`config.mk`:
```
export PLATFORM = sky130hd
export DESIGN_NAME = adch_host
export DESIGN_NICKNAME = d
export VERILOG_FILES = /design/src/design/adch_pkg.sv /design/src/design/adch_host.sv
export VERILOG_INCLUDE_DIRS = /design/src /design/src/design
export SDC_FILE = /design/constraint.sdc
export NUM_CORES = 1
export LEC_CHECK = 0
export ABC_AREA = 1
export BUFFER_PORTS_ARGS = -buffer_cell sky130_fd_sc_hd__buf_4
export CAP_MARGIN = 20
export CORE_MARGIN = 10
export CORE_UTILIZATION = 54
export CTS_CLUSTER_SIZE = 25
export DETAILED_ROUTE_END_ITERATION = 8
export HOLD_SLACK_MARGIN = 0.06
export PLACE_DENSITY_LB_ADDON = 0.05
export SLEW_MARGIN = 5
export SYNTH_ARGS = -nofsm -noshare
export SYNTH_HDL_FRONTEND = slang
export SYNTH_SLANG_ARGS = --single-unit
```
`constraint.sdc`:
```
create_clock -name clk_sys_i -period 1.95 [get_ports clk_sys_i]
set_clock_uncertainty 0.2 [all_clocks]
set_input_delay 0.2925 -clock clk_sys_i [delete_from_list [all_inputs] [get_ports clk_sys_i]]
set_output_delay 0.2925 -clock clk_sys_i [all_outputs]
set_load 0.05 [all_outputs]
```
`src/design/adch_cfg.svh`:
```
// timing figures, frame layout and counts for the serial converter readout host
`ifndef ADCH_CFG_SVH
`define ADCH_CFG_SVH

// system clock period
`define ADCH_CLK_PS        4000
// fastest serial clock periods, higher and lower supply variant
`define ADCH_SCLK_HI_PS    156250
`define ADCH_SCLK_LO_PS    208334
// serial clock pulse width high and low
`define ADCH_T_CH_PS       83000
// select fall to first clock rise setup
`define ADCH_T_CSS_PS      45000
// minimum deselect time
`define ADCH_T_CSW_PS      100000
// minimum acquisition time after an aborted conversion
`define ADCH_T_ACQ_PS      625000
// power-up and wake-up wait
`define ADCH_T_WAKE_US     1400

// frame layout: position 15 is the level driven at select fall
`define ADCH_EDGES_SHORT   13
`define ADCH_EDGES_BYTES   16
`define ADCH_FRAME_W       16
`define ADCH_RES_W         10
`define ADCH_SUB_W         2
`define ADCH_RES_LSB       3
`define ADCH_SUB_LSB       1
`define ADCH_CNT_W         20
`define ADCH_EDGE_W        5

`endif

```
`src/design/adch_pkg.sv`:
```
// types shared by the serial converter readout host
package adch_pkg;

    typedef enum logic [2:0] {
        ADCH_WAKE  = 3'b000,
        ADCH_IDLE  = 3'b001,
        ADCH_LOW   = 3'b010,
        ADCH_HIGH  = 3'b011,
        ADCH_DESEL = 3'b100,
        ADCH_OFF   = 3'b101
    } adch_state_e;

endpackage

```
`src/design/adch_host.sv`:
```
// host controller that starts conversions and reads the serial result frame
`timescale 1ns/1ps
`include "adch_cfg.svh"

// Rules of the document for the converter link
// lowering select freezes the sample and starts a conversion in the converter
// converter output leaves high impedance and drives low when a sequence starts
// converter output changes only after rising serial clock edges
// result msb appears after third rising edge, then descending bits
// frame is three leading zeros then twelve bits, fifteen edges to shift
// extra rising edges with select low yield zeros, harmless
// converter output floats whenever select is high
// lower select with serial clock held low, only then clock
// give at least thirteen clocks, raise select no earlier than thirteenth edge
// keep select low until every wanted data bit is clocked out
// hold select high for the minimum deselect time before restarting
// after an aborted conversion wait the acquisition time before restarting
// serial clock no faster than 6.4MHz or 4.8MHz by supply variant
// no conversion for 1.4ms after power is first applied
// after leaving shutdown wait the wake-up time before converting
// converter reference is off while shutdown input is low
// shutdown input low powers down, high returns to normal mode
// byte master uses polarity 0 phase 0 and two single-byte reads
// first byte holds three zeros and five msbs, second the rest
// thirteen-clock transfer gives two zeros then ten result bits
// data may be captured on either edge, after clock-to-output delay
// result is straight unipolar binary, lsb is reference over 1024
// count rising edges from select fall, clear count when select rises
module adch_host #(
    parameter bit LOW_SUPPLY = 1'b0,
    parameter int WAKE_CYC   = (`ADCH_T_WAKE_US * 1000000) / `ADCH_CLK_PS
) (
    input  wire logic                    clk_sys_i,
    input  wire logic                    rst_i,
    input  wire logic                    start_i,
    input  wire logic                    long_frame_i,
    input  wire logic                    abort_i,
    input  wire logic                    power_down_i,
    input  wire logic                    dout_i,
    output logic                         sclk_o,
    output logic                         cs_n_o,
    output logic                         power_down_n_o,
    output logic                         ready_o,
    output logic                         done_o,
    output logic                         aborted_o,
    output logic [`ADCH_RES_W-1:0]       result_o,
    output logic [`ADCH_SUB_W-1:0]       sub_bits_o,
    output logic [`ADCH_FRAME_W-1:0]     frame_o
);

    // serial clock half period: the pulse width floor and half the fastest period
    localparam int SCLK_PS     = LOW_SUPPLY ? `ADCH_SCLK_LO_PS : `ADCH_SCLK_HI_PS;
    localparam int PER_CYC     = (SCLK_PS + `ADCH_CLK_PS - 1) / `ADCH_CLK_PS;
    localparam int HALF_PER    = (PER_CYC + 1) / 2;
    localparam int HALF_CH     = (`ADCH_T_CH_PS + `ADCH_CLK_PS - 1) / `ADCH_CLK_PS;
    localparam int HALF_CYC    = (HALF_PER > HALF_CH) ? HALF_PER : HALF_CH;
    localparam int CSS_CYC     = (`ADCH_T_CSS_PS + `ADCH_CLK_PS - 1) / `ADCH_CLK_PS;
    localparam int SETUP_CYC   = (CSS_CYC > HALF_CYC) ? CSS_CYC : HALF_CYC;
    localparam int CSW_CYC     = (`ADCH_T_CSW_PS + `ADCH_CLK_PS - 1) / `ADCH_CLK_PS;
    localparam int ACQ_CYC     = (`ADCH_T_ACQ_PS + `ADCH_CLK_PS - 1) / `ADCH_CLK_PS;

    localparam logic [`ADCH_CNT_W-1:0] HALF_LD  = `ADCH_CNT_W'(HALF_CYC - 1);
    localparam logic [`ADCH_CNT_W-1:0] SETUP_LD = `ADCH_CNT_W'(SETUP_CYC - 1);
    localparam logic [`ADCH_CNT_W-1:0] CSW_LD   = `ADCH_CNT_W'(CSW_CYC - 1);
    localparam logic [`ADCH_CNT_W-1:0] ACQ_LD   = `ADCH_CNT_W'(ACQ_CYC - 1);
    localparam logic [`ADCH_CNT_W-1:0] WAKE_LD  = `ADCH_CNT_W'(WAKE_CYC - 1);

    localparam logic [`ADCH_EDGE_W-1:0] EDGES_SHORT = `ADCH_EDGE_W'(`ADCH_EDGES_SHORT);
    localparam logic [`ADCH_EDGE_W-1:0] EDGES_BYTES = `ADCH_EDGE_W'(`ADCH_EDGES_BYTES);
    localparam logic [`ADCH_EDGE_W-1:0] FRAME_LAST  = `ADCH_EDGE_W'(`ADCH_FRAME_W - 1);

    // state
    adch_pkg::adch_state_e state_q;
    adch_pkg::adch_state_e state_d;

    logic [`ADCH_CNT_W-1:0]   cnt_q;
    logic [`ADCH_CNT_W-1:0]   cnt_d;
    logic [`ADCH_EDGE_W-1:0]  edge_q;
    logic [`ADCH_EDGE_W-1:0]  edge_d;
    logic [`ADCH_EDGE_W-1:0]  target_q;
    logic [`ADCH_EDGE_W-1:0]  target_d;
    logic [`ADCH_FRAME_W-1:0] frame_q;
    logic [`ADCH_FRAME_W-1:0] frame_d;
    logic                     sclk_q;
    logic                     sclk_d;
    logic                     cs_n_q;
    logic                     cs_n_d;
    logic                     pwr_n_q;
    logic                     pwr_n_d;
    logic                     ready_q;
    logic                     done_q;
    logic                     done_d;
    logic                     aborted_q;
    logic                     aborted_d;
    logic [`ADCH_RES_W-1:0]   result_q;
    logic [`ADCH_SUB_W-1:0]   sub_q;
    logic [`ADCH_FRAME_W-1:0] frame_out_q;

    // data pin synchroniser
    logic                     dout_meta_q;
    logic                     dout_sync_q;

    // phase and decision terms
    wire cnt_zero     = (cnt_q == '0);
    wire in_frame     = (state_q == adch_pkg::ADCH_LOW) || (state_q == adch_pkg::ADCH_HIGH);
    wire low_end      = (state_q == adch_pkg::ADCH_LOW) && cnt_zero;
    wire high_end     = (state_q == adch_pkg::ADCH_HIGH) && cnt_zero;
    wire last_edge    = (edge_q == target_q);
    // a frame stopped before the thirteenth edge has not finished converting
    wire conv_done    = (edge_q >= EDGES_SHORT);
    wire abort_now    = abort_i && in_frame;
    wire start_ok     = start_i && (state_q == adch_pkg::ADCH_IDLE) && !power_down_i;

    // one-hot write of the captured level into its frame position
    wire                     pos_ok  = (edge_q <= FRAME_LAST);
    wire [3:0]               pos_idx = 4'(FRAME_LAST - edge_q);
    wire [`ADCH_FRAME_W-1:0] frame_cap;

    // each frame bit takes the pin level only at its own position, others keep
    genvar gi;
    generate
        for (gi = 0; gi < `ADCH_FRAME_W; gi++) begin : g_cap
            assign frame_cap[gi] = (pos_ok && (pos_idx == 4'(gi))) ? dout_sync_q : frame_q[gi];
        end
    endgenerate

    // next-state logic
    always_comb begin
        state_d   = state_q;
        cnt_d     = cnt_zero ? cnt_q : cnt_q - `ADCH_CNT_W'(1);
        edge_d    = edge_q;
        target_d  = target_q;
        frame_d   = frame_q;
        sclk_d    = sclk_q;
        cs_n_d    = cs_n_q;
        pwr_n_d   = pwr_n_q;
        done_d    = 1'b0;
        aborted_d = 1'b0;
        case (state_q)
            adch_pkg::ADCH_WAKE: begin
                // reference settling after power-up or shutdown exit
                if (cnt_zero) begin // see R14
                    state_d = adch_pkg::ADCH_IDLE;
                end
            end
            adch_pkg::ADCH_IDLE: begin
                if (power_down_i) begin
                    state_d = adch_pkg::ADCH_OFF;
                    pwr_n_d = 1'b0; // see R16
                end else if (start_ok) begin
                    // select falls while the serial clock rests low
                    state_d  = adch_pkg::ADCH_LOW;
                    cs_n_d   = 1'b0; // see R01
                    sclk_d   = 1'b0;
                    cnt_d    = SETUP_LD;
                    edge_d   = '0;
                    frame_d  = '0;
                    target_d = long_frame_i ? EDGES_BYTES : EDGES_SHORT; // see R09
                end
            end
            adch_pkg::ADCH_LOW: begin
                if (abort_now) begin
                    state_d   = adch_pkg::ADCH_DESEL;
                    cs_n_d    = 1'b1;
                    aborted_d = 1'b1;
                    edge_d    = '0;
                    cnt_d     = conv_done ? CSW_LD : ACQ_LD; // see R11
                end else if (low_end) begin
                    // sample late in the low phase, well past clock-to-output delay
                    frame_d = frame_cap; // see R21
                    if (last_edge) begin
                        // all wanted bits are in before select rises
                        state_d = adch_pkg::ADCH_DESEL;
                        cs_n_d  = 1'b1;
                        edge_d  = '0;
                        cnt_d   = CSW_LD;
                        done_d  = 1'b1;
                    end else begin
                        state_d = adch_pkg::ADCH_HIGH;
                        sclk_d  = 1'b1;
                        edge_d  = edge_q + `ADCH_EDGE_W'(1);
                        cnt_d   = HALF_LD;
                    end
                end
            end
            adch_pkg::ADCH_HIGH: begin
                if (abort_now) begin
                    state_d   = adch_pkg::ADCH_DESEL;
                    cs_n_d    = 1'b1;
                    sclk_d    = 1'b0;
                    aborted_d = 1'b1;
                    edge_d    = '0;
                    cnt_d     = conv_done ? CSW_LD : ACQ_LD;
                end else if (high_end) begin
                    state_d = adch_pkg::ADCH_LOW;
                    sclk_d  = 1'b0;
                    cnt_d   = HALF_LD;
                end
            end
            adch_pkg::ADCH_DESEL: begin
                // select stays high for the deselect or acquisition wait
                if (cnt_zero) begin // see R11
                    state_d = adch_pkg::ADCH_IDLE;
                end
            end
            adch_pkg::ADCH_OFF: begin
                if (!power_down_i) begin
                    state_d = adch_pkg::ADCH_WAKE;
                    pwr_n_d = 1'b1;
                    cnt_d   = WAKE_LD;
                end
            end
            default: begin
                state_d = adch_pkg::ADCH_IDLE;
                cs_n_d  = 1'b1;
                sclk_d  = 1'b0;
            end
        endcase
    end

    // converter output is only meaningful with select low; sampled twice first
    always_ff @(posedge clk_sys_i) begin
        dout_meta_q <= dout_i;
        dout_sync_q <= dout_meta_q;
    end

    // control registers
    always_ff @(posedge clk_sys_i) begin
        if (rst_i) begin
            // reset stands in for first power: wait for the reference
            state_q <= adch_pkg::ADCH_WAKE;
            cnt_q   <= WAKE_LD;
            edge_q  <= '0;
            target_q <= EDGES_SHORT;
            sclk_q  <= 1'b0;
            cs_n_q  <= 1'b1;
            pwr_n_q <= 1'b1;
        end else begin
            state_q  <= state_d;
            cnt_q    <= cnt_d;
            edge_q   <= edge_d;
            target_q <= target_d;
            sclk_q   <= sclk_d;
            cs_n_q   <= cs_n_d;
            pwr_n_q  <= pwr_n_d;
        end
    end

    // result registers
    always_ff @(posedge clk_sys_i) begin
        if (rst_i) begin
            frame_q     <= '0;
            done_q      <= 1'b0;
            aborted_q   <= 1'b0;
            ready_q     <= 1'b0;
            result_q    <= '0;
            sub_q       <= '0;
            frame_out_q <= '0;
        end else begin
            frame_q   <= frame_d;
            done_q    <= done_d;
            aborted_q <= aborted_d;
            ready_q   <= (state_d == adch_pkg::ADCH_IDLE) && !start_ok;
            if (done_d) begin
                // straight binary, msb at frame position twelve, lsb at three
                result_q    <= frame_d[`ADCH_RES_LSB +: `ADCH_RES_W]; // see R04
                // both sub-bits hold data in the long frame, only the upper one in the short frame
                sub_q       <= frame_d[`ADCH_SUB_LSB +: `ADCH_SUB_W]; // see R05
                // two bytes, three zeros and five msbs first
                frame_out_q <= frame_d; // see R19
            end
        end
    end

    assign sclk_o         = sclk_q;
    assign cs_n_o         = cs_n_q;
    assign power_down_n_o = pwr_n_q;
    assign ready_o        = ready_q;
    assign done_o         = done_q;
    assign aborted_o      = aborted_q;
    assign result_o       = result_q;
    assign sub_bits_o     = sub_q;
    assign frame_o        = frame_out_q;

endmodule

```
---- Word level (Yosys, flattened, before mapping) ----
Cells that the tools add are included.
word-level totals
  register bits after elaboration ......... 85
  input port bits ......................... 7
  output and inout port bits .............. 34
  logic and storage cells ................. 167
cells by class
  add/subtract/negate cells ............... 3
  order comparisons ....................... 2
  equal/unequal tests ..................... 33
  mux-type cells .......................... 71
  bitwise operators ....................... 3
  reduce and logical (&&, ||, !) cells .... 39
operators by type and width
  kind                     number
  $mux W20                 8
  $pmux W20 S4             1
  $mux W16                 4
  $mux W5                  7
  $mux W1                  34
  $eq A4 B4 Y1 const B     8
  $pmux W16 S2             1
  $mux W3                  9
  $logic_and A1 B1 Y1      22
  $logic_not A20 Y1        1
  $sub A20 B1 Y20 const B  1
  $eq A4 B3 Y1 const B     4
  $ne A2 B2 Y1 const B     8
  $pmux W3 S5              1
  $pmux W5 S3              1
  $ne A3 B3 Y1 const B     3
  $eq A4 B2 Y1 const B     2
  $mux W8                  1
  $pmux W1 S4              2
  $reduce_and A7 Y1        1
  $eq A3 B1 Y1 const B     2
  $eq A3 B2 Y1 const B     2
  $eq A3 B3 Y1 const B     2
  $reduce_and A3 Y1        2
  other kinds (19)         24

---- Depth between registers and ports, before layout ----
  word-level depth ........................ 8
  mapped depth ............................ 13
  gate-level depth less buffers ........... 12

---- Worst setup path after synthesis ----
No wires, ideal clock.
  path type ............................... reg-to-reg
  from .................................... register edge_q[0]
  to ...................................... register frame_out_q[12] (netlist: frame_o[12])
  library setup time ...................... 109 ps
  data arrival time ....................... 1846 ps
  required time ........................... 1641 ps
  path slack .............................. -205 ps
  cell stages (with the launch flop) ...... 13
  buffers on the path ..................... 1
  clock period less this slack ............ 2155 ps
  path through ............................ dfxtp_1 ha_1 inv_1 nor2_1 ha_1 inv_1 nand2_1 clkbuf_1 nand4_1 nand3_1 nand3_1 nand2_1 inv_1
on the way
  cells in the longest elaborated chain, start to end .. 7
  elaborated cells on any way between the ends .. 13
  those cells by class .................... 1 x add/sub; 1 x order compare; 2 x eq/ne; 8 x mux; 1 x reduce/logical
RTL lines
  what                    line              text
  start, declared         adch_host.sv:78   logic [`ADCH_EDGE_W-1:0] edge_q;
  start signal, assigned  adch_host.sv:241  edge_q <= edge_d;
  $sub A4 B4 Y4           adch_host.sv:116  wire [3:0] pos_idx = 4'(FRAME_LAST - edge_q);
  $eq A4 B4 Y1            adch_host.sv:123  assign frame_cap[gi] = (pos_ok && (pos_idx == 4'(gi))) ? dout_sync_q : frame_q[gi];
  $logic_and A1 B1 Y1     adch_host.sv:123
  $mux W1                 adch_host.sv:123
  $mux W16                adch_host.sv:168  end else if (low_end) begin
  $mux W16                adch_host.sv:162  if (abort_now) begin
  $pmux W16 S2            adch_host.sv:139  case (state_q)
  end signal, assigned    adch_host.sv:270  frame_out_q <= frame_d;
  end, declared           adch_host.sv:97   logic [`ADCH_FRAME_W-1:0] frame_out_q;
Several ways; a longest one is shown, not always the timed one.
A chain may end at the register's enable or synchronous reset.

---- Worst setup path in the final report ----
  from .................................... register cnt_q[0]
  to ...................................... register result_q[1] (netlist: result_o[1])
on the way
  cells in the longest elaborated chain, start to end .. 5
  elaborated cells on any way between the ends .. 8
  those cells by class .................... 6 x mux; 2 x reduce/logical
RTL lines
  what                                            line              text
  start, declared                                 adch_host.sv:76   logic [`ADCH_CNT_W-1:0] cnt_q;
  start signal, assigned                          adch_host.sv:240  cnt_q <= cnt_d;
  $logic_not A20 Y1 *                             adch_host.sv:104  wire cnt_zero = (cnt_q == '0);
  $logic_and A1 B1 Y1 *                           adch_host.sv:106  wire low_end = (state_q == adch_pkg::ADCH_LOW) && cnt_zero;
  $mux W16 / $mux W1 (equally long branches)      adch_host.sv:168
  $mux W16 / $mux W1 (equally long branches)      adch_host.sv:162
  $pmux W16 S2 / $mux W1 (equally long branches)  adch_host.sv:139
  end signal, assigned                            adch_host.sv:266  result_q <= frame_d[`ADCH_RES_LSB +: `ADCH_RES_W];
  end, declared                                   adch_host.sv:95   logic [`ADCH_RES_W-1:0] result_q;
Mark *: on every way between the ends. The rest lies on a longest branch, timed or not.

==> results.json <==
{
  "syn_area_sq_um": 4040,
  "synth-seq-area-share_pct": 34.7,
  "cts-root-buf": "clkbuf_8",
  "seqPwrFrac_pct": 49.3,
  "drc": 0,
  "fmax_mhz": 501,
  "antenna_found_initial": 0,
  "outcome": "complete, but fails checks",
  "tightest_slew_ns": 0.485,
  "crit_path_start_kind": "flop",
  "area.growth.synth_to_final_pct": 41.3,
  "fillers": 524,
  "grt_max_degree": 33,
  "report.final.slew_viol_count": 0,
  "grt-ovfl-total": 0,
  "violations": "negative setup slack",
  "power_density_nw_per_um2": 513,
  "antenna_left": 0,
  "synth_area_per_cell_sq_um": 6.70,
  "path_cells": "inv_2 -> ha_4 -> nand2_4 -> nor2_4 -> nand3_4 -> nor2_8 -> nand3_4 -> nor2_4 -> buf_12 -> buf_12 -> nand3_1 -> nand2_1 -> inv_1",
  "portBuffers": 40,
  "core-area_sq_um": 7250,
  "wl_per_cell_um": 14.9,
  "grtUsageTotal_pct": 20.5,
  "nets": 735,
  "cts_tree": "yes",
  "crit_type": "reg2reg",
  "grt_pass1_wl_mm": 19.3,
  "synth.distinct_cells": 36,
  "multi_input_area_sq_um": 2410,
  "p_int_w": 0.00223,
  "power.share.combinational_pct": 4.0,
  "ir_drop_v": 0.000585,
  "fin_crit_ns": 1.99,
  "vias_per_cell": 5.30,
  "dpl.hpwl_mm": 7.99,
  "crit_buf_inv": 4,
  "syn_inst": 603,
  "placed_area_sq_um": 4840,
  "layout-drive-gt1-share_pct": 34.2,
  "setup_viol": 19,
  "crit_fanout": 7,
  "p_total_w": 0.00293,
  "period_share_pct": 102,
  "slowest_stage": "dfxtp_2",
  "cts_sinks": 70,
  "drt_first_iter_violations": 247,
  "clock_path_buffers": 2,
  "ys_async_sr_fraction_pct": 0,
  "first_pass_iters": 5,
  "gp_congestion": 0.929,
  "p_switching_w": 0.000700,
  "synth-seq-cells": 70,
  "clk_latency_ns": 0.35,
  "cp_slowest_stage_delay_ns": 0.33,
  "cts_buffers": 9,
  "min_path_type": "in2reg",
  "seqCellArea_sq_um": 1410,
  "grt_pass1_vias": 4053,
  "stdcell_area_sq_um": 5710,
  "core.rowCount": 31,
  "fin_ws_ns": -0.0443,
  "io_pins": 41,
  "end_kind": "flop",
  "dr_total_vias": 4372,
  "clkTransAtPathRegs_ns": 0.09,
  "synth_edf_count": 0,
  "rsz0062_at_grt": "yes",
  "worstPathRequired_ns": 2.01,
  "drv_cap": 0,
  "hold_violations": 0,
  "worst_ep_arrival_time_ns": 2.06,
  "max_slew_margin_pct": 67.6,
  "syn_nets": 617,
  "htreeDepth": 3,
  "leakagePower_nw": 2.62,
  "synth_ff_type": "dfxtp_1",
  "swShare_pct": 23.9,
  "p_clk_share_pct": 46.7,
  "die_area_sq_um": 11300,
  "die_width_um": 106,
  "die_y_um": 106,
  "n_antenna_cell": 0,
  "yosysWarningCount": 0,
  "crit_family": "simple AND/OR/NAND/NOR gates",
  "start_util_pct": 55.7,
  "wirelength_mm": 12.3
}
logic make-up after synthesis:
group	after synthesis	synth area share, %
adder cells (fa/ha/maj)	7	2.17
XOR/XNOR	12	2.60
AO/OA/AOI/OAI	78	11.3
buffers and inverters	118	13.1
flip-flops	70	34.7
AND/OR/NAND/NOR	318	36.2
layer usage:
metal | global-route usage (%) | share of wire, % | vias to the layer above
li1 | - | - | 2179
met1 | 26.6 | 44 | 2013
met2 | 33.0 | 47 | 166
met3 | 4.23 | 7.2 | 14
met4 | 7.45 | 1.3 | 0
met5 | 0 | 0 | -
worst paths after layout:
check,from,to,slack (ns),cells after the start
max,cnt_q[0],result_o[1],-0.04,13
min,rst_i,state_q[2],0.09,2
max reg2reg,cnt_q[0],result_o[1],-0.04,13
min reg2reg,dout_meta_q,dout_sync_q,0.14,0
Yosys cell counts, types with 2 or more instances:
library cell | n | area share [%]
a21oi_1 | 29 | 3.6
a31oi_1 | 2 | 0.31
and3_1 | 2 | 0.31
buf_2 | 5 | 0.62
buf_4 | 17 | 3.2
buf_6 | 2 | 0.56
clkbuf_1 | 10 | 0.93
dfxtp_1 | 70 | 35
ha_1 | 7 | 2.2
inv_1 | 82 | 7.6
inv_2 | 2 | 0.19
nand2_1 | 118 | 11
nand2_2 | 2 | 0.31
nand3_1 | 72 | 8.9
nand3_2 | 2 | 0.50
nand4_1 | 22 | 3.4
nor2_1 | 75 | 7.0
nor2_2 | 8 | 1.2
nor2_4 | 4 | 1.1
nor3_1 | 6 | 0.74
nor4_1 | 3 | 0.46
o211ai_1 | 3 | 0.56
o21a_1 | 15 | 2.8
o21ai_0 | 21 | 2.6
o21ai_1 | 2 | 0.25
o31ai_1 | 2 | 0.37
xnor2_1 | 3 | 0.65
xor2_1 | 9 | 2.0
sequential cells by signal, summed over array words and instances (netlist names):
register        flops
cnt_q              20
frame_q            16
result_o            9
frame_o             6
edge_q              5
state_q             3
target_q            2
aborted_o           1
cs_n_o              1
done_o              1
dout_meta_q         1
dout_sync_q         1
power_down_n_o      1
ready_o             1
sclk_o              1
sub_bits_o          1
metrics by stage:
stage | utilization [%] | cells | hold slack [ns] | setup WS (ns) | setup TNS, ns
finish | 78.7 | 825 | 0.0935 | -0.0443 | -0.356
CTS | 75.0 | 819 | 0.0781 | -0.0221 | -0.187
detailed placement | 66.8 | 781 | 0.122 | -0.264 | -7.43
global placement | 66.8 | 781 | 0.122 | -0.219 | -6.45
floorplan | - | 603 | 0.110 | 0.0270 | 0
global route | 78.7 | 825 | 0.0948 | -0.130 | -3.36
power by group through the flow:
stage / sequential [W] / combinational (W) / clock (W)
after global placement: 0.00147 / 0.0000981 / 0
final: 0.00144 / 0.000117 / 0.00137
after global routing: 0.00144 / 0.000127 / 0.00145
after detailed placement: 0.00147 / 0.0000999 / 0
after floorplan: 0.00147 / 0.0000512 / 0
after CTS: 0.00144 / 0.000111 / 0.00138
layout make-up:
cell class / count / area share, %
multi-input cells: 415 / 42.2
well taps: 99 / 2.17
flip-flops and latches: 70 / 24.8
clock buffers: 9 / 2.17
repair buffers: 141 / 21.4
inverters: 84 / 5.57
clock inverters: 7 / 1.80
placed cells by master, fill, tap and decap left out, types with 7 or more instances in the layout:
cell type / instances
a21oi_1: 25
buf_4: 124
clkbuf_8: 9
dfxtp_1: 61
dfxtp_2: 9
inv_1: 76
inv_2: 7
nand2_1: 106
nand2_2: 12
nand3_1: 48
nand3_2: 24
nand4_1: 22
nor2_1: 66
nor2_2: 11
nor2_4: 10
o21a_1: 15
o21ai_0: 18
xor2_1: 9
timing repair:
| item | in CTS | in global routing |
|---|---|---|
| setup buffers | 17 | 6 |
| pin swaps | 14 | 51 |
| resized for setup | 42 | 54 |
| cloned | 3 | 2 |
| hold endpoints to repair | 3 | 0 |
| endpoints found under the setup margin | 51 | 60 |
| hold buffers | 3 | 0 |
(Power assumes the default switching activity.)
